`src/verilog/rsar_pkg.sv`:
```
/*
 * Constants shared by both ends of the regulator register bank link:
 * command codes, field layouts, reset values, clamp limits and alert timing.
 * Assumes a single 10 MHz clock shared by host and device ends.
 */
package rsar_pkg;
    // =========================================================
    // Command codes
    localparam logic [7:0] CMD_SETPOINT = 8'h15;
    localparam logic [7:0] CMD_PHASE_CFG = 8'h39;
    localparam logic [7:0] CMD_CTRL1 = 8'h3c;
    localparam logic [7:0] CMD_TIMING_CFG = 8'h3d;
    localparam logic [7:0] CMD_CTRL3 = 8'h4c;
    localparam logic [7:0] CMD_CTRL4 = 8'h4e;
    localparam logic [7:0] CMD_SRC_THR = 8'h47;
    localparam logic [7:0] CMD_LOAD_THR = 8'h48;

    // =========================================================
    // Valid-bit masks and clamp maxima
    localparam logic [15:0] SETPOINT_MASK = 16'h7ff8;
    // 24.576 V at 12 mV per step is 2048 steps, bit 14 alone
    localparam logic [15:0] SETPOINT_MAX = 16'h4000;
    // 6.288 V at 12 mV per step is 524 steps
    localparam logic [15:0] SETPOINT_RESET = 16'h1060;
    localparam logic [15:0] SRC_THR_MASK = 16'h1f80;
    localparam logic [15:0] SRC_THR_MAX = 16'h1900;
    localparam logic [15:0] SRC_THR_RESET = 16'h0c00;
    localparam logic [15:0] LOAD_THR_MASK = 16'h3f00;
    localparam logic [15:0] LOAD_THR_MAX = 16'h3200;
    localparam logic [15:0] LOAD_THR_RESET = 16'h1000;
    localparam logic [15:0] PHASE_CFG_MASK = 16'hffe7;
    localparam logic [15:0] PHASE_CFG_RESET = 16'h0000;
    localparam logic [15:0] TIMING_CFG_MASK = 16'h07c0;
    localparam logic [15:0] TIMING_CFG_RESET = 16'h0000;

    // =========================================================
    // Field positions
    localparam int FWD_OFS_LSB = 13;
    localparam int BOOST_OFS_LSB = 10;
    localparam int REV_OFS_LSB = 7;
    localparam int HS_SHORT_LSB = 5;
    localparam int VIN_LOOP_DIS_BIT = 2;
    localparam int SRC_DIS_BIT = 1;
    localparam int LOAD_DIS_BIT = 0;
    localparam int DEBOUNCE_LSB = 9;
    localparam int HOLD_LSB = 6;

    // =========================================================
    // Alert timing, in microseconds, and cycle counts at 10 MHz
    localparam int CLK_KHZ = 10000;
    localparam int DEB_US_0 = 7;
    localparam int DEB_US_1 = 100;
    localparam int DEB_US_2 = 500;
    localparam int DEB_US_3 = 1000;
    localparam int HOLD_US_0 = 10000;
    localparam int HOLD_US_1 = 20000;
    localparam int HOLD_US_2 = 15000;
    localparam int HOLD_US_3 = 5000;
    localparam int HOLD_US_4 = 1000;
    localparam int HOLD_US_5 = 500;
    localparam int HOLD_US_6 = 100;
    localparam int CNT_W = 18;
    localparam logic [CNT_W-1:0] CNT_ONE = 18'h00001;

    // =========================================================
    // Host sequencing
    typedef enum logic [1:0] {
        RSAR_IDLE = 2'b00,
        RSAR_WAIT = 2'b01,
        RSAR_DONE = 2'b10
    } rsar_host_state_type;
endpackage : rsar_pkg

```
`src/verilog/rsar_link_if.sv`:
```
/*
 * Word-level register link between host and device ends.
 * Assumes both ends share one clock; request is a one-cycle strobe.
 */
interface rsar_link_if;
    logic req;
    logic wr;
    logic [7:0] cmd;
    logic [15:0] wdata;
    logic ack;
    logic [15:0] rdata;
    logic throttle_alert_n;

    modport device (
        input req, wr, cmd, wdata,
        output ack, rdata, throttle_alert_n
    );
    modport host (
        output req, wr, cmd, wdata,
        input ack, rdata, throttle_alert_n
    );
endinterface : rsar_link_if

```
`src/verilog/rsar_alert_timer.sv`:
```
/*
 * Debounce and minimum-hold timer for one overcurrent comparison.
 * Assumes the over-threshold level is synchronous to the clock.
 */
module rsar_alert_timer (
    input wire logic i_ref_clk,
    input wire logic i_rst_n,
    input wire logic i_over,
    input wire logic [rsar_pkg::CNT_W-1:0] i_deb_cycles,
    input wire logic [rsar_pkg::CNT_W-1:0] i_hold_cycles,
    output logic o_alert
);
    logic [rsar_pkg::CNT_W-1:0] deb_cnt;
    logic [rsar_pkg::CNT_W-1:0] hold_cnt;

    // =========================================================
    // Debounce: over-threshold must persist for the full time
    always_ff @(posedge i_ref_clk) begin
        if (!i_rst_n || !i_over) begin
            deb_cnt <= '0;
        end else if (deb_cnt < i_deb_cycles) begin
            deb_cnt <= deb_cnt + rsar_pkg::CNT_ONE;
        end
    end

    // =========================================================
    // Latched alert with minimum hold
    always_ff @(posedge i_ref_clk) begin
        if (!i_rst_n) begin
            o_alert <= 1'b0;
            hold_cnt <= '0;
        end else if (i_over && deb_cnt >= i_deb_cycles - rsar_pkg::CNT_ONE) begin
            o_alert <= 1'b1;
            hold_cnt <= i_hold_cycles;
        end else if (hold_cnt > rsar_pkg::CNT_ONE) begin
            hold_cnt <= hold_cnt - rsar_pkg::CNT_ONE;
        end else begin
            // Zero hold still releases one cycle after the cause clears
            o_alert <= 1'b0;
            hold_cnt <= '0;
        end
    end
endmodule // rsar_alert_timer

```
`src/verilog/rsar_device.sv`:
```
/*
 * Device end: setpoint, threshold and control registers of the regulator,
 * plus the active-low throttle alert.
 * Assumes overcurrent flags arrive synchronous to i_ref_clk.
 */
// Overview of operation
// - Command 0x15 writes the voltage setpoint
// - Setpoint keeps valid bits, clamps 24.576 V
// - Zero setpoint write acknowledged, value kept
// - Setpoint bits 14:3, 12 mV steps
// - Setpoint reads 6.288 V after reset
// - Host writes setpoint before enabling output
// - Command 0x47, source threshold bits 12:7
// - Source threshold masked, clamped at 6400 mA
// - Source threshold resets to 0x0c00, readable
// - Command 0x48, load threshold bits 13:8
// - Load threshold masked, clamped at 12.8 A
// - Load threshold resets to 0x1000, readable
// - Source overcurrent outside reverse mode asserts alert, debounce, hold
// - Reverse load overcurrent uses same timing
// - Host writes control words by command
// - Bits 15:13 forward buck comparator offset
// - Bits 12:10 boost comparator offset
// - Bits 9:7 reverse buck comparator offset
// - Bits 6:5 high-side short threshold
// - Bit 2 disables input voltage loop
// - Bits 1:0 enable discharge functions
// - Timing bits 10:9 select debounce
// - Timing bits 8:6 select minimum hold
module rsar_device (
    input wire logic i_ref_clk,
    input wire logic i_rst_n,
    rsar_link_if.device link,
    input wire logic i_src_over,
    input wire logic i_load_over,
    input wire logic i_reverse_mode,
    output logic [15:0] o_setpoint,
    output logic [2:0] o_fwd_buck_offset,
    output logic [2:0] o_boost_offset,
    output logic [2:0] o_rev_buck_offset,
    output logic [1:0] o_hs_short_sel,
    output logic o_vin_loop_disable,
    output logic o_src_discharge_en,
    output logic o_load_discharge_en
);
    logic [15:0] forward_voltage_setpoint;
    logic [15:0] phase_tuning_config;
    logic [15:0] alert_timing_config;
    logic [15:0] source_side_alert_threshold;
    logic [15:0] load_side_alert_threshold;
    logic [15:0] sp_masked;
    logic [15:0] src_masked;
    logic [15:0] load_masked;
    logic wr_hit;
    logic [rsar_pkg::CNT_W-1:0] deb_cycles;
    logic [rsar_pkg::CNT_W-1:0] hold_cycles;
    logic src_alert;
    logic load_alert;

    assign wr_hit = link.req && link.wr;
    assign sp_masked = link.wdata & rsar_pkg::SETPOINT_MASK;
    assign src_masked = link.wdata & rsar_pkg::SRC_THR_MASK;
    assign load_masked = link.wdata & rsar_pkg::LOAD_THR_MASK;

    // =========================================================
    // Setpoint register
    always_ff @(posedge i_ref_clk) begin
        if (!i_rst_n) begin
            forward_voltage_setpoint <= rsar_pkg::SETPOINT_RESET;
        end else if (wr_hit && link.cmd == rsar_pkg::CMD_SETPOINT
                && sp_masked != 16'h0000) begin
            if (sp_masked > rsar_pkg::SETPOINT_MAX) begin
                forward_voltage_setpoint <= rsar_pkg::SETPOINT_MAX;
            end else begin
                forward_voltage_setpoint <= sp_masked;
            end
        end
    end

    // =========================================================
    // Threshold registers
    always_ff @(posedge i_ref_clk) begin
        if (!i_rst_n) begin
            source_side_alert_threshold <= rsar_pkg::SRC_THR_RESET;
        end else if (wr_hit && link.cmd == rsar_pkg::CMD_SRC_THR) begin
            if (src_masked > rsar_pkg::SRC_THR_MAX) begin
                source_side_alert_threshold <= rsar_pkg::SRC_THR_MAX;
            end else begin
                source_side_alert_threshold <= src_masked;
            end
        end
    end

    always_ff @(posedge i_ref_clk) begin
        if (!i_rst_n) begin
            load_side_alert_threshold <= rsar_pkg::LOAD_THR_RESET;
        end else if (wr_hit && link.cmd == rsar_pkg::CMD_LOAD_THR) begin
            if (load_masked > rsar_pkg::LOAD_THR_MAX) begin
                load_side_alert_threshold <= rsar_pkg::LOAD_THR_MAX;
            end else begin
                load_side_alert_threshold <= load_masked;
            end
        end
    end

    // =========================================================
    // Control words; other control words are accepted and dropped
    always_ff @(posedge i_ref_clk) begin
        if (!i_rst_n) begin
            phase_tuning_config <= rsar_pkg::PHASE_CFG_RESET;
            alert_timing_config <= rsar_pkg::TIMING_CFG_RESET;
        end else if (wr_hit) begin
            if (link.cmd == rsar_pkg::CMD_PHASE_CFG) begin
                phase_tuning_config <= link.wdata & rsar_pkg::PHASE_CFG_MASK;
            end
            if (link.cmd == rsar_pkg::CMD_TIMING_CFG) begin
                alert_timing_config <= link.wdata & rsar_pkg::TIMING_CFG_MASK;
            end
        end
    end

    // =========================================================
    // Read-back and acknowledge, one cycle after the request
    always_ff @(posedge i_ref_clk) begin
        if (!i_rst_n) begin
            link.ack <= 1'b0;
            link.rdata <= 16'h0000;
        end else begin
            link.ack <= link.req;
            if (link.req && !link.wr) begin
                unique case (link.cmd)
                    rsar_pkg::CMD_SETPOINT: link.rdata <= forward_voltage_setpoint;
                    rsar_pkg::CMD_SRC_THR: link.rdata <= source_side_alert_threshold;
                    rsar_pkg::CMD_LOAD_THR: link.rdata <= load_side_alert_threshold;
                    rsar_pkg::CMD_PHASE_CFG: link.rdata <= phase_tuning_config;
                    rsar_pkg::CMD_TIMING_CFG: link.rdata <= alert_timing_config;
                    default: link.rdata <= 16'h0000;
                endcase
            end
        end
    end

    // =========================================================
    // Alert timing decode
    always_comb begin
        unique case (alert_timing_config[rsar_pkg::DEBOUNCE_LSB +: 2])
            2'b00: deb_cycles = rsar_pkg::CNT_W'(rsar_pkg::DEB_US_0 * rsar_pkg::CLK_KHZ / 1000);
            2'b01: deb_cycles = rsar_pkg::CNT_W'(rsar_pkg::DEB_US_1 * rsar_pkg::CLK_KHZ / 1000);
            2'b10: deb_cycles = rsar_pkg::CNT_W'(rsar_pkg::DEB_US_2 * rsar_pkg::CLK_KHZ / 1000);
            2'b11: deb_cycles = rsar_pkg::CNT_W'(rsar_pkg::DEB_US_3 * rsar_pkg::CLK_KHZ / 1000);
        endcase
        unique case (alert_timing_config[rsar_pkg::HOLD_LSB +: 3])
            3'b000: hold_cycles = rsar_pkg::CNT_W'(rsar_pkg::HOLD_US_0 * rsar_pkg::CLK_KHZ / 1000);
            3'b001: hold_cycles = rsar_pkg::CNT_W'(rsar_pkg::HOLD_US_1 * rsar_pkg::CLK_KHZ / 1000);
            3'b010: hold_cycles = rsar_pkg::CNT_W'(rsar_pkg::HOLD_US_2 * rsar_pkg::CLK_KHZ / 1000);
            3'b011: hold_cycles = rsar_pkg::CNT_W'(rsar_pkg::HOLD_US_3 * rsar_pkg::CLK_KHZ / 1000);
            3'b100: hold_cycles = rsar_pkg::CNT_W'(rsar_pkg::HOLD_US_4 * rsar_pkg::CLK_KHZ / 1000);
            3'b101: hold_cycles = rsar_pkg::CNT_W'(rsar_pkg::HOLD_US_5 * rsar_pkg::CLK_KHZ / 1000);
            3'b110: hold_cycles = rsar_pkg::CNT_W'(rsar_pkg::HOLD_US_6 * rsar_pkg::CLK_KHZ / 1000);
            3'b111: hold_cycles = '0;
        endcase
    end

    rsar_alert_timer u_src_timer (
        .i_ref_clk(i_ref_clk),
        .i_rst_n(i_rst_n),
        .i_over(i_src_over && !i_reverse_mode),
        .i_deb_cycles(deb_cycles),
        .i_hold_cycles(hold_cycles),
        .o_alert(src_alert)
    );

    rsar_alert_timer u_load_timer (
        .i_ref_clk(i_ref_clk),
        .i_rst_n(i_rst_n),
        .i_over(i_load_over && i_reverse_mode),
        .i_deb_cycles(deb_cycles),
        .i_hold_cycles(hold_cycles),
        .o_alert(load_alert)
    );

    always_ff @(posedge i_ref_clk) begin
        if (!i_rst_n) begin
            link.throttle_alert_n <= 1'b1;
        end else begin
            link.throttle_alert_n <= !(src_alert || load_alert);
        end
    end

    // =========================================================
    // Registered control outputs to the analog side
    always_ff @(posedge i_ref_clk) begin
        if (!i_rst_n) begin
            o_setpoint <= rsar_pkg::SETPOINT_RESET;
            o_fwd_buck_offset <= 3'h0;
            o_boost_offset <= 3'h0;
            o_rev_buck_offset <= 3'h0;
            o_hs_short_sel <= 2'h0;
            o_vin_loop_disable <= 1'b0;
            o_src_discharge_en <= 1'b0;
            o_load_discharge_en <= 1'b0;
        end else begin
            o_setpoint <= forward_voltage_setpoint;
            o_fwd_buck_offset <= phase_tuning_config[rsar_pkg::FWD_OFS_LSB +: 3];
            o_boost_offset <= phase_tuning_config[rsar_pkg::BOOST_OFS_LSB +: 3];
            o_rev_buck_offset <= phase_tuning_config[rsar_pkg::REV_OFS_LSB +: 3];
            o_hs_short_sel <= phase_tuning_config[rsar_pkg::HS_SHORT_LSB +: 2];
            o_vin_loop_disable <= phase_tuning_config[rsar_pkg::VIN_LOOP_DIS_BIT];
            o_src_discharge_en <= phase_tuning_config[rsar_pkg::SRC_DIS_BIT];
            o_load_discharge_en <= phase_tuning_config[rsar_pkg::LOAD_DIS_BIT];
        end
    end
endmodule // rsar_device

```
`src/flat_wrapper.sv`:
```
// flat-port wrapper written by rule: the top's interface ports become plain ports
module rsar_device_flat 
  (i_ref_clk, i_rst_n, i_src_over, i_load_over, i_reverse_mode, o_setpoint, o_fwd_buck_offset, o_boost_offset, o_rev_buck_offset, o_hs_short_sel, o_vin_loop_disable, o_src_discharge_en, o_load_discharge_en, link_req, link_wr, link_cmd, link_wdata, link_ack, link_rdata, link_throttle_alert_n);
  rsar_link_if link_i ();
  input wire logic i_ref_clk;
  input wire logic i_rst_n;
  input wire logic i_src_over;
  input wire logic i_load_over;
  input wire logic i_reverse_mode;
  output logic [15:0] o_setpoint;
  output logic [2:0] o_fwd_buck_offset;
  output logic [2:0] o_boost_offset;
  output logic [2:0] o_rev_buck_offset;
  output logic [1:0] o_hs_short_sel;
  output logic o_vin_loop_disable;
  output logic o_src_discharge_en;
  output logic o_load_discharge_en;
  input wire logic [$bits(link_i.req)-1:0] link_req;
  input wire logic [$bits(link_i.wr)-1:0] link_wr;
  input wire logic [$bits(link_i.cmd)-1:0] link_cmd;
  input wire logic [$bits(link_i.wdata)-1:0] link_wdata;
  output wire logic [$bits(link_i.ack)-1:0] link_ack;
  output wire logic [$bits(link_i.rdata)-1:0] link_rdata;
  output wire logic [$bits(link_i.throttle_alert_n)-1:0] link_throttle_alert_n;
  assign link_i.req = link_req;
  assign link_i.wr = link_wr;
  assign link_i.cmd = link_cmd;
  assign link_i.wdata = link_wdata;
  assign link_ack = link_i.ack;
  assign link_rdata = link_i.rdata;
  assign link_throttle_alert_n = link_i.throttle_alert_n;
  rsar_device u_core (.i_ref_clk(i_ref_clk), .i_rst_n(i_rst_n), .link(link_i), .i_src_over(i_src_over), .i_load_over(i_load_over), .i_reverse_mode(i_reverse_mode), .o_setpoint(o_setpoint), .o_fwd_buck_offset(o_fwd_buck_offset), .o_boost_offset(o_boost_offset), .o_rev_buck_offset(o_rev_buck_offset), .o_hs_short_sel(o_hs_short_sel), .o_vin_loop_disable(o_vin_loop_disable), .o_src_discharge_en(o_src_discharge_en), .o_load_discharge_en(o_load_discharge_en));
endmodule
```
`config.mk`:
```
export PLATFORM = sky130hd
export DESIGN_NAME = rsar_device_flat
export DESIGN_NICKNAME = d
export VERILOG_FILES = /design/src/verilog/rsar_pkg.sv /design/src/verilog/rsar_link_if.sv /design/src/verilog/rsar_alert_timer.sv /design/src/verilog/rsar_device.sv /design/src/flat_wrapper.sv
export SDC_FILE = /design/constraint.sdc
export NUM_CORES = 1
export LEC_CHECK = 0
export BUFFER_PORTS_ARGS = -buffer_cell sky130_fd_sc_hd__clkbuf_2
export CORE_ASPECT_RATIO = 0.75
export CORE_MARGIN = 5
export CORE_UTILIZATION = 45
export DETAILED_ROUTE_END_ITERATION = 10
export PLACE_DENSITY = 0.63
export SLEW_MARGIN = 20
export SYNTH_ARGS = -nofsm -noshare
export SYNTH_HDL_FRONTEND = slang
export SYNTH_SLANG_ARGS = --single-unit
```
`constraint.sdc`:
```
create_clock -name i_ref_clk -period 2.75 [get_ports i_ref_clk]
set_input_delay 0.275 -clock i_ref_clk [delete_from_list [all_inputs] [get_ports i_ref_clk]]
set_output_delay 0.275 -clock i_ref_clk [all_outputs]
set_load 0.03 [all_outputs]
```
* Word level (Yosys, flattened, before mapping)
Memory sizes are Yosys's and may differ from the RTL's. A register that Yosys moved wholly into a read port is not among the register bits.
Index checks and enable logic that the tools add are counted.
** Operators by class
- Add/subtract/negate cells :: 5
- Magnitude comparators :: 9
- Eq/ne operators :: 10
- Multiplexer cells :: 15
- Reductions and logical operators :: 23
** Operators by type and width (count)
- one-hot mux 16 bit (5 select lines) :: 1
- two-way mux 18 bit :: 4
- one-hot mux 18 bit (4 select lines) :: 1
- subtractor 18 x 1 -> 18 bit, second input constant :: 3
- adder 18 x 1 -> 18 bit, second input constant :: 2
- >= comparator 18 bit :: 2
- > comparator 18 x 1 -> 1 bit, second input constant :: 2
- less-than comparator 18 bit :: 2
- equality test 8 x 6 -> 1 bit, second input constant :: 2
- equality test 8 x 7 -> 1 bit, second input constant :: 2
- nonzero test 16 bit :: 1
- > comparator 15 bit, second input constant :: 1
- two-way mux 15 bit :: 1
- > comparator 14 bit, second input constant :: 1
- two-way mux 14 bit :: 1
- > comparator 13 bit, second input constant :: 1
- two-way mux 13 bit :: 1
- logical AND 1 bit :: 10
- equality test 8 x 5 -> 1 bit, second input constant :: 1
- logical NOT 1 bit :: 6
- two-way mux 3 bit :: 2
- equality test 2 bit, second input constant :: 2
- two-way mux 1 bit :: 4
- != test 2 bit, second input constant :: 2
- 4 further kinds :: 7
** Word-level totals
- Flip-flop bits (word level) :: 189
- Bits in read-only memories :: 120
- Input port bits :: 31
- Output and inout port bits :: 48
- Logic and storage cells :: 85
- Memories kept :: 1
** Memory list
- (no name shown) :: words 8, bits a word 15, rd ports 1, clocked after Yosys merged registers in 1, wr ports 0, line rsar_device.sv:152 : unique case (alert_timing_config[rsar_pkg::HOLD_LSB +: 3])

* Depth between registers and ports, before layout
Gate-level depths: netlist of the first run.
- Depth in word-level cells :: 6
- Mapped depth :: 11
- Depth with buffers taken out :: 9

* Cells and area by module
Synthesis of the first run repeated with hierarchy kept, for this count alone.
** Unflattened totals
- Cell total of the unflattened synthesis :: 1209
- Area, all modules :: 10283.6 um^2
** Modules (own cells, without submodules)
- rsar_device :: times used 1, cells each 424, area an instance 4096.4 um^2, seq. area each 2021.9 um^2
- rsar_alert_timer at u_core.u_src_timer :: times used 1, cells each 396, area an instance 3111.7 um^2, seq. area each 740.7 um^2
- rsar_alert_timer at u_core.u_load_timer :: times used 1, cells each 389, area an instance 3075.4 um^2, seq. area each 740.7 um^2

* Worst setup path before layout of the first run
No wires, ideal clock.
- Path kind :: register -> register
- Start :: register u_core.alert_timing_config[10]
- End :: register u_core.u_load_timer.deb_cnt[10] (netlist name)
- Setup time :: 0.070 ns
- Data arrival time :: 2.633 ns
- Required time :: 2.680 ns
- Setup slack :: 0.047 ns
- Stages on the path, launching flop included :: 11
- Buffers on the path :: 1
- Period minus slack after synthesis :: 2.703 ns
- Path through :: dfxtp_1 > inv_1 > ha_1 > inv_1 > ha_1 > a21oi_1 > o21ai_0 > a2111o_1 > buf_2 > or4_1 > a21oi_1
** Between the ends
- Word-level cells in the longest chain between the ends :: 3
- Elaborated cells on any way between the ends :: 6
- Classes of those cells :: order compare: 1; eq/ne: 3; mux: 1; reduce/logical: 1
** RTL lines
- start: declaration :: line rsar_device.sv:48 : logic [15:0] alert_timing_config;
- start signal: assignment :: line rsar_device.sv:111 : alert_timing_config <= rsar_pkg::TIMING_CFG_RESET;
- start signal: assignment :: line rsar_device.sv:117 : alert_timing_config <= link.wdata & rsar_pkg::TIMING_CFG_MASK;
- equality test 2 bit, or another cell as far along :: line rsar_device.sv:146 : unique case (alert_timing_config[rsar_pkg::DEBOUNCE_LSB +: 2])
- one-hot mux 18 bit (4 select lines) (*) :: line rsar_device.sv:146
- less-than comparator 18 bit (*) :: line rsar_alert_timer.sv:21 : end else if (deb_cnt < i_deb_cycles) begin
- end signal: assignment :: line rsar_alert_timer.sv:22 : deb_cnt <= deb_cnt + rsar_pkg::CNT_ONE;
- end: declaration :: line rsar_alert_timer.sv:13 : logic [rsar_pkg::CNT_W-1:0] deb_cnt;
Mark *: on every way between the ends. The rest lies on a longest branch, timed or not. The select of a mux whose other input is x is not followed.
A chain may end at the register's enable or synchronous reset.

* Worst setup path in the final report of the first run
- Start :: register u_core.alert_timing_config[10]
- End :: register u_core.u_load_timer.deb_cnt[6] (netlist name)
The elaborated chain is that of the path after synthesis.

==> impl_summary.md, run 1 <==
Run status
The run finished with clean final reports.

Worst setup path
The required time at the worst-slack endpoint is 3.11 ns. The origin of the critical flop-to-flop path is u_core.alert_timing_config[10]. Data on the critical path arrives at its endpoint at approximately 3.0 ns. Of all nets on the critical path, the largest fanout is 21. The worst setup path is of the reg2reg kind. In this run the register-to-register setup slack is around 0.14 ns. The element type at the critical path end is a flop. The endpoint identified for the worst register-to-register timing path is u_core.u_load_timer.deb_cnt[6]. The worst reg2reg path depth is 11. The worst setup path is launched from a flop.

Clock network
Buffers inserted to repair hold after CTS numbered 0. The clock tree root buffer cell is clkbuf_16. The number of setup buffers added after CTS is 0. The clock buffer count from CTS is 17.

The clock drives approximately 180 sinks. The clock latency at the later pin of the worst-skew pair is roughly 0.44 ns. The longest clock path from root to sink contains 2 buffers. The TritonCTS clock tree is yes. Clock-pin slew was measured on the worst setup and hold paths at roughly 0.08 ns.

The H-tree depth reported by CTS is 4.

Synth
The count of distinct cell types in the synthesized netlist is 80. Synthesis inferred approximately 180 register bits. After technology mapping, the gate count stands at 921. The average instance area after synthesis is roughly 9 um2. The netlist area before placement is between 8000 and 9000 um2. The number of enable flip-flop cells after synthesis is 0. The sequential fraction of the synthesis area is 0.414.

By area the synthesized netlist is led by dfxtp_1, ha_1, nand2_1. Of the post-synthesis cell area, the dominant cell type holds 0.414. Yosys printed 0 warnings.

The cell type with the largest total area after synthesis is dfxtp_1. In the synthesized netlist the async set-or-reset flop fraction comes to 0. The most used flip-flop cell after synthesis is dfxtp_1.

Global routing
The number of global-route vias before repair came to ~6,600. In the global route stage, overall resource usage came out at 0.199. The total global routing overflow is 0. The wire length of the first global-routing pass is roughly 35,000 um. Entering global routing, the biggest net connects 38 pins. The number of antenna violations at the first check in global routing is 1.

Floorplan
In this run the vertical extent of the chip is approximately 130 um. The initialized floorplan defines 43 standard-cell rows. The floorplan step defined a core boundary enclosing 18,500 um2.

The floorplan step defined a die boundary enclosing 21,700 um2. The initial utilization of the core area, before any placement, comes to 0.458. From left edge to right edge, the die measures approximately 170 um. The total I/O pin count is 79.

STA
Of the available clock period, the critical path in the final layout requires 0.949. Setup repair after global routing left no endpoint under its margin. Clock skew on the completed layout was measured at around 0.015 ns. Hold timing on the final database bottoms out at a slack of 0.0439 ns.

Setup violations remaining at the end of the flow were counted as 0. The timing-limited maximum frequency is around 380 MHz. Headroom to the max-slew limit came out at 0.521. The final count of pins violating max slew is 0. The final worst slack is ~0.14 ns. In the final timing run, aggregate negative setup slack is 0 ns.

At the pin with the least slew margin, the transition time is 0.712 ns. Subtracting the final worst setup slack from the clock period gives 2.61 ns. The number of endpoints with negative hold slack in the final report is 0.

Routing
The first-pass iteration count of the detailed router is 5. The routed length per instance is about 17 um. In the routed layout, each cell is associated on average with a via count of between 5 and 6. In the routed design, unresolved DRC markers number 0.

The via count is slightly above 7,000. The initial detailed-routing violation count is a little under 600. The number of nets with antenna violations after routing is 0. For this block, the routed nets add up to approximately 22,000 um of wire.

Place
Port buffering added 74 buffers. The detailed placement HPWL is ~16,000 um. At the end of routability-driven placement, the weighted congestion stood at 0.890.

The setup slack at placement is -0.0101 ns.

Power and ir drop
The leakage dissipation is a little over 4 nW. The worst ir drop on vdd is about 0.41 mV. The power per unit of standard cell area is about 700 nW/um2.

Layout
Leaving out fill and tap cells, the most frequent cell in the layout is dfxtp_1. The number of inserted diodes is 0. The library cells used most frequently in the layout, excluding fill and tap cells, are dfxtp_1, nand2_1, clkbuf_2. The number of fillers in the final layout is roughly 1,700. The final layout net count is between 1,000 and 1,500. The fraction of layout instances using a drive strength above 1 is 0.178. The area added between synthesis and finish is 16.8%.

Min path
The type of the most critical hold path is in2reg. The worst hold path was traced through 3 stages. The worst hold path begins at link_wdata[0]. The endpoint with the worst hold slack is u_core.phase_tuning_config[0].

Job
Across the run, the number of max-cap violations was 0.
==> registers in the layout, indices dropped and copies added (netlist names), 2 cells and up <==
name and flops:
u_core.alert_timing_config 5, u_core.forward_voltage_setpoint 12, u_core.hold_cycles 14, u_core.link.rdata 16, u_core.load_side_alert_threshold 6, u_core.o_boost_offset 3
u_core.o_fwd_buck_offset 3, u_core.o_hs_short_sel 2, u_core.o_rev_buck_offset 3, u_core.o_setpoint 12, u_core.phase_tuning_config 14, u_core.source_side_alert_threshold 6
u_core.u_load_timer.deb_cnt 18, u_core.u_load_timer.hold_cnt 18, u_core.u_src_timer.deb_cnt 18, u_core.u_src_timer.hold_cnt 18
==> worst max-delay path, cell delays in order (launching register included) <==
cell and delay (ns):
dfxtp_2 0.36, buf_4 0.16, ha_1 0.15, inv_1 0.06
buf_4 0.16, ha_1 0.31, a21o_1 0.18, a21oi_1 0.19
a21oi_1 0.09, buf_4 0.21, or4_1 0.51, a21oi_1 0.16
==> where the power goes <==
group | internal [mW] | total [mW] | switching [mW]
clock network | 1.26 | 2.48 | 1.23
registers | 2.73 | 2.93 | 0.199
logic | 0.696 | 1.49 | 0.798
total | 4.68 | 6.91 | 2.22
==> worst max path at each step <==
| stage | cells past startpoint | slack, ns | from | to |
|---|---|---|---|---|
| final | 11 | 0.14 | u_core.alert_timing_config[10] | u_core.u_load_timer.deb_cnt[6] |
| after floorplan | 10 | 0.05 | u_core.alert_timing_config[10] | u_core.u_load_timer.deb_cnt[10] |
| after CTS | 9 | 0.01 | u_core.alert_timing_config[10] | u_core.u_load_timer.deb_cnt[6] |
| after detailed placement | 9 | -0.01 | u_core.alert_timing_config[10] | u_core.u_load_timer.deb_cnt[6] |
| after global placement | 10 | 0.09 | u_core.alert_timing_config[10] | u_core.u_load_timer.deb_cnt[0] |
| after global routing | 11 | 0.002 | u_core.alert_timing_config[10] | u_core.u_load_timer.deb_cnt[3] |
==> synth_stat cells (13+ instances only) <==
cell,instances
dfxtp_1,175
a22oi_1,13
o32ai_1,14
o21ai_0,23
nor2_1,37
a21oi_1,59
inv_1,44
ha_1,59
nand2b_1,18
and2_1,34
clkbuf_1,32
nand2_1,95
xnor2_1,27
mux2i_1,18
or4_1,14
nor3_1,29
nand3_1,39
==> through the flow <==
| stage | total power [mW] | utilization | cell area, um2 | cells |
|---|---|---|---|---|
| floorplan | 4.17 | - | 8470 | 925 |
| global placement | 4.45 | 0.500 | 9220 | 1236 |
| detailed placement | 4.47 | 0.500 | 9220 | 1236 |
| CTS | 6.96 | 0.533 | 9840 | 1268 |
| global route | 7.27 | 0.535 | 9880 | 1270 |
| finish | 6.91 | 0.535 | 9880 | 1270 |
==> cell type report <==
class	instances	area, um2	area share
clock buffer	17	425	0.0431
sequential	175	3500	0.355
clock inverter	15	199	0.0201
inverter	46	173	0.0175
tap	247	309	0.0313
multi-input combinational	661	4620	0.468
timing repair buffer	109	649	0.0657
==> routing by layer <==
layer / vias to the layer above / part of all wire / GRT usage
met2: 211 / 0.41 / 0.280
met5: - / 0.00032 / 0
met3: 23 / 0.070 / 0.0510
li1: 3529 / - / -
met4: 2 / 0.0092 / 0.0425
met1: 3324 / 0.52 / 0.304
==> cells by family (layout without fill, tap and decap cells) <==
kind of cell,Yosys count,after routing,synth area share
multiplexers,25,25,0.0306
other,2,6,0.000888
AND/OR/NAND/NOR,343,343,0.220
adder cells (fa/ha/maj),59,59,0.0873
buffers and inverters,91,187,0.0457
flip-flops,175,175,0.414
XOR/XNOR,32,32,0.0331
AO/OA/AOI/OAI,194,196,0.168
==> repair_timing <==
| item | 4_1_cts | 5_1_grt |
|---|---|---|
| gates cloned | 0 | 2 |
| endpoints found under the setup margin | 6 | 20 |
| pin swaps | 0 | 1 |
| resized for setup | 1 | 8 |
No activity file was read; power rests on OpenSTA's default activity.
==> run 2: changes to the inputs <==
--- a/config.mk
+++ b/config.mk
@@ -8,9 +8,9 @@
 export BUFFER_PORTS_ARGS = -buffer_cell sky130_fd_sc_hd__clkbuf_2
 export CORE_ASPECT_RATIO = 0.75
 export CORE_MARGIN = 5
-export CORE_UTILIZATION = 45
+export CORE_UTILIZATION = 50
 export DETAILED_ROUTE_END_ITERATION = 10
-export PLACE_DENSITY = 0.63
+export PLACE_DENSITY = 0.69
 export SLEW_MARGIN = 20
 export SYNTH_ARGS = -nofsm -noshare
 export SYNTH_HDL_FRONTEND = slang
==> run 2 against run 1 <==
Against the previous run: sequential power barely moved; global-route usage is 1.8 points higher; critical path depth decreased by 1; sequential cell count is the same; via count up 0.14%.
==> impl_summary.md, run 2 (synthesis results as in run 1) <==
STA
The setup clock skew after layout came to 0.0229 ns (was 0.0147 ns). The relative slew slack is 0.444 (was 0.521). The final count of pins violating max slew is 0 (unchanged). The final worst slack is 0.169 ns (was 0.139 ns). RSZ-0062 raised after global routing: yes (was no). The setup TNS after final layout was 0 ns (unchanged). The timing-limited maximum frequency was 388 MHz (was 383 MHz). The final setup violation count is 0 (unchanged). The number of endpoints with negative hold slack in the final report is 0 (unchanged).

The worst-margin pin slew is 0.826 ns (was 0.712 ns). The final clock period utilization by the worst path is 0.938 (was 0.949). The clock period minus final worst setup slack is 2.58 ns (was 2.61 ns).

Place
The count of buffers inserted at the top-level ports came to 74 (unchanged). The detailed placement HPWL is 15,200 um (was 15,700 um). The setup slack at placement is 0.0574 ns (was -0.0101 ns).

The final weighted congestion of routability-driven global placement is 0.887 (was 0.890).

Worst setup path
The slowest cell on the critical path was o311a_1 (was or4_1). The maximum fanout count along the critical path is 18 (was 21). The element type at the critical path end is a flop (unchanged). The required time at the worst-slack endpoint is 3.10 ns (was 3.11 ns).

The startpoint type of the worst setup path is a flop (unchanged). The data arrival time at the worst-slack endpoint was 2.93 ns (was 2.97 ns). The sum of buffers and inverters on the critical path came to 3 (was 4). Critical path, cell by cell: buf_4 > ha_1 > inv_1 > ha_1 > and4b_1 > o21ai_0 > a31oi_1 > o311a_1 > buf_4 > o32ai_1 (was buf_4 > ha_1 > inv_1 > buf_4 > ha_1 > a21o_1 > a21oi_1 > a21oi_1 > buf_4 > or4_1 > a21oi_1). The category of the most critical setup path was reg2reg (unchanged). The delay of the slowest cell on the worst path is 0.39 ns (was 0.51 ns). The cell family with the largest share of critical-path delay is compound AO/OA/AOI/OAI gates (unchanged).

Layout
The core utilization of the finished layout is 0.587 (was 0.535). The final layout net count is 1,099 (was 1,100). Highest-count cells in the layout ignoring fill and taps: dfxtp_1, nand2_1, clkbuf_2 (unchanged). The area added between synthesis and finish was 16.1% (was 16.8%).

The most common library cell in the layout ignoring fill and taps is dfxtp_1 (unchanged). The fraction of layout instances using a drive strength above 1 is 0.174 (was 0.178). The number of inserted diodes is 0 (unchanged).

Clock network
The clock latency at the later pin of the worst-skew pair is 0.45 ns (was 0.44 ns). The maximum clock path buffer count came to 2 (unchanged). The H-tree depth reported by CTS is 4 (unchanged).

The number of hold buffers added after cts is 0 (unchanged). The clock transition time at the flip-flop clock pins of the worst setup and hold paths is 0.08 ns (about the same). The clock tree root buffer cell is clkbuf_16 (unchanged).

The number of clock sinks came to 175 (unchanged). The clock buffer count from CTS is 17 (unchanged). The TritonCTS clock tree is yes (unchanged).

Power and ir drop
The worst ir drop on vdd is 0.470 mV (was 0.413 mV). The power per unit of standard cell area is 706 nW/um2 (was 699 nW/um2). The leakage dissipation is 4.01 nW (was 4.02 nW).

Floorplan
The standard cell core area is 16,700 um2 (was 18,500 um2). The vertical extent of the die is 123 um (was 129 um). The total die area is 19,600 um2 (was 21,700 um2). The total I/O pin count is 79 (unchanged). The number of cell rows was 41 (was 43). The initial core utilization is 0.506 (was 0.458). The floorplan die width was 160 um (was 168 um).

Routing
The sum of routed wire length over all layers is 21,200 um (was 21,700 um). The initial detailed-routing violation count was 568 (was 577). The first-pass iteration count of the detailed router was 5 (unchanged). The via count is 7,099 (was 7,089). The final routed DRC violation total is 0 (unchanged). The number of nets with antenna violations after routing is 0 (unchanged). The number of vias per cell was 5.74 (was 5.58). The routed length per instance is 17.1 um (about the same).

Global routing
The pin count of the biggest net entering global routing was 40 (was 38). The number of global-route vias before repair came to 6,607 (was 6,620). The overall routing resource usage is 0.217 (was 0.199). The wire length of the first global-routing pass was 34,400 um (was 35,000 um). The number of antenna violations at the first check in global routing is 0 (was 1). The total global routing overflow is 0 (unchanged).

Min path
The type of the most critical hold path is in2reg (unchanged).

Job
The max-capacitance violation count came to 0 (unchanged).

Run status
Status: complete, no violations (unchanged).
-- run 2: cell count changes in the layout (fill, tap and decap cells not counted), sizes merged --
| cell | delta |
|---|---|
| buf | -1 |
| clkinv | +1 |
| inv | -1 |
-- run 2: layout make-up --
cell class | instances | area (um2)
clock inverters | 15 | 204
well taps | 215 | 269
fillers | 1485 | 6910
multi-input cells | 661 | 4610
flip-flops and latches | 175 | 3500
inverters | 46 | 173
clock buffers | 17 | 425
repair buffers | 108 | 626
-- run 2: repair_timing --
item / in CTS / in global routing
gates resized for setup: 0 / 5
endpoints found under the setup margin: 0 / 21
buffers inserted: 0 / 0
-- run 2: path summary, 6_finish.rpt --
check	startpoint	endpoint	slack [ns]	cells after the start
setup / recovery	u_core.alert_timing_config[10]	u_core.u_src_timer.hold_cnt[5]	0.17	10
hold / removal	link_wdata[0]	u_core.phase_tuning_config[0]	0.04	3
setup reg to reg	u_core.alert_timing_config[10]	u_core.u_src_timer.hold_cnt[5]	0.17	10
hold reg to reg	u_core.u_load_timer.o_alert	u_core.link.throttle_alert_n	0.45	1
-- run 2: worst register-to-register path: cells and delay by family (launching register included) --
kind                     cells  cell delay, ns
adder cells (fa/ha/maj)      2            0.46
AO/OA/AOI/OAI                4            0.98
AND/OR/NAND/NOR              1            0.17
buffers and inverters        3            0.59
flip-flops                   1            0.31
-- run 2: metal layers --
metal | vias up | part of all wire | global-route usage
li1 | 3523 | - | -
met1 | 3338 | 0.50 | 0.321
met2 | 213 | 0.42 | 0.311
met3 | 25 | 0.074 | 0.0594
met4 | 0 | 0.012 | 0.0559
met5 | - | 0 | 0
-- run 2: stage by stage --
stage          instance area, um2  power (mW)  hold WS [ns]  instances
6_report                     9810        6.92        0.0445       1237
3_3_place_gp                 9160        4.44         0.422       1203
5_1_grt                      9810        7.30        0.0524       1237
3_5_place_dp                 9160        4.48         0.437       1203
4_1_cts                      9790        6.96        0.0428       1235
2_1_floorplan                8470        4.17         0.401        925
-- run 2: power breakdown --
group          switching [mW]  leakage, nW  total (mW)  internal (mW)
sequential              0.202         1.42        2.93           2.73
combinational           0.815         2.29        1.51          0.695
clock                    1.23        0.302        2.48           1.25
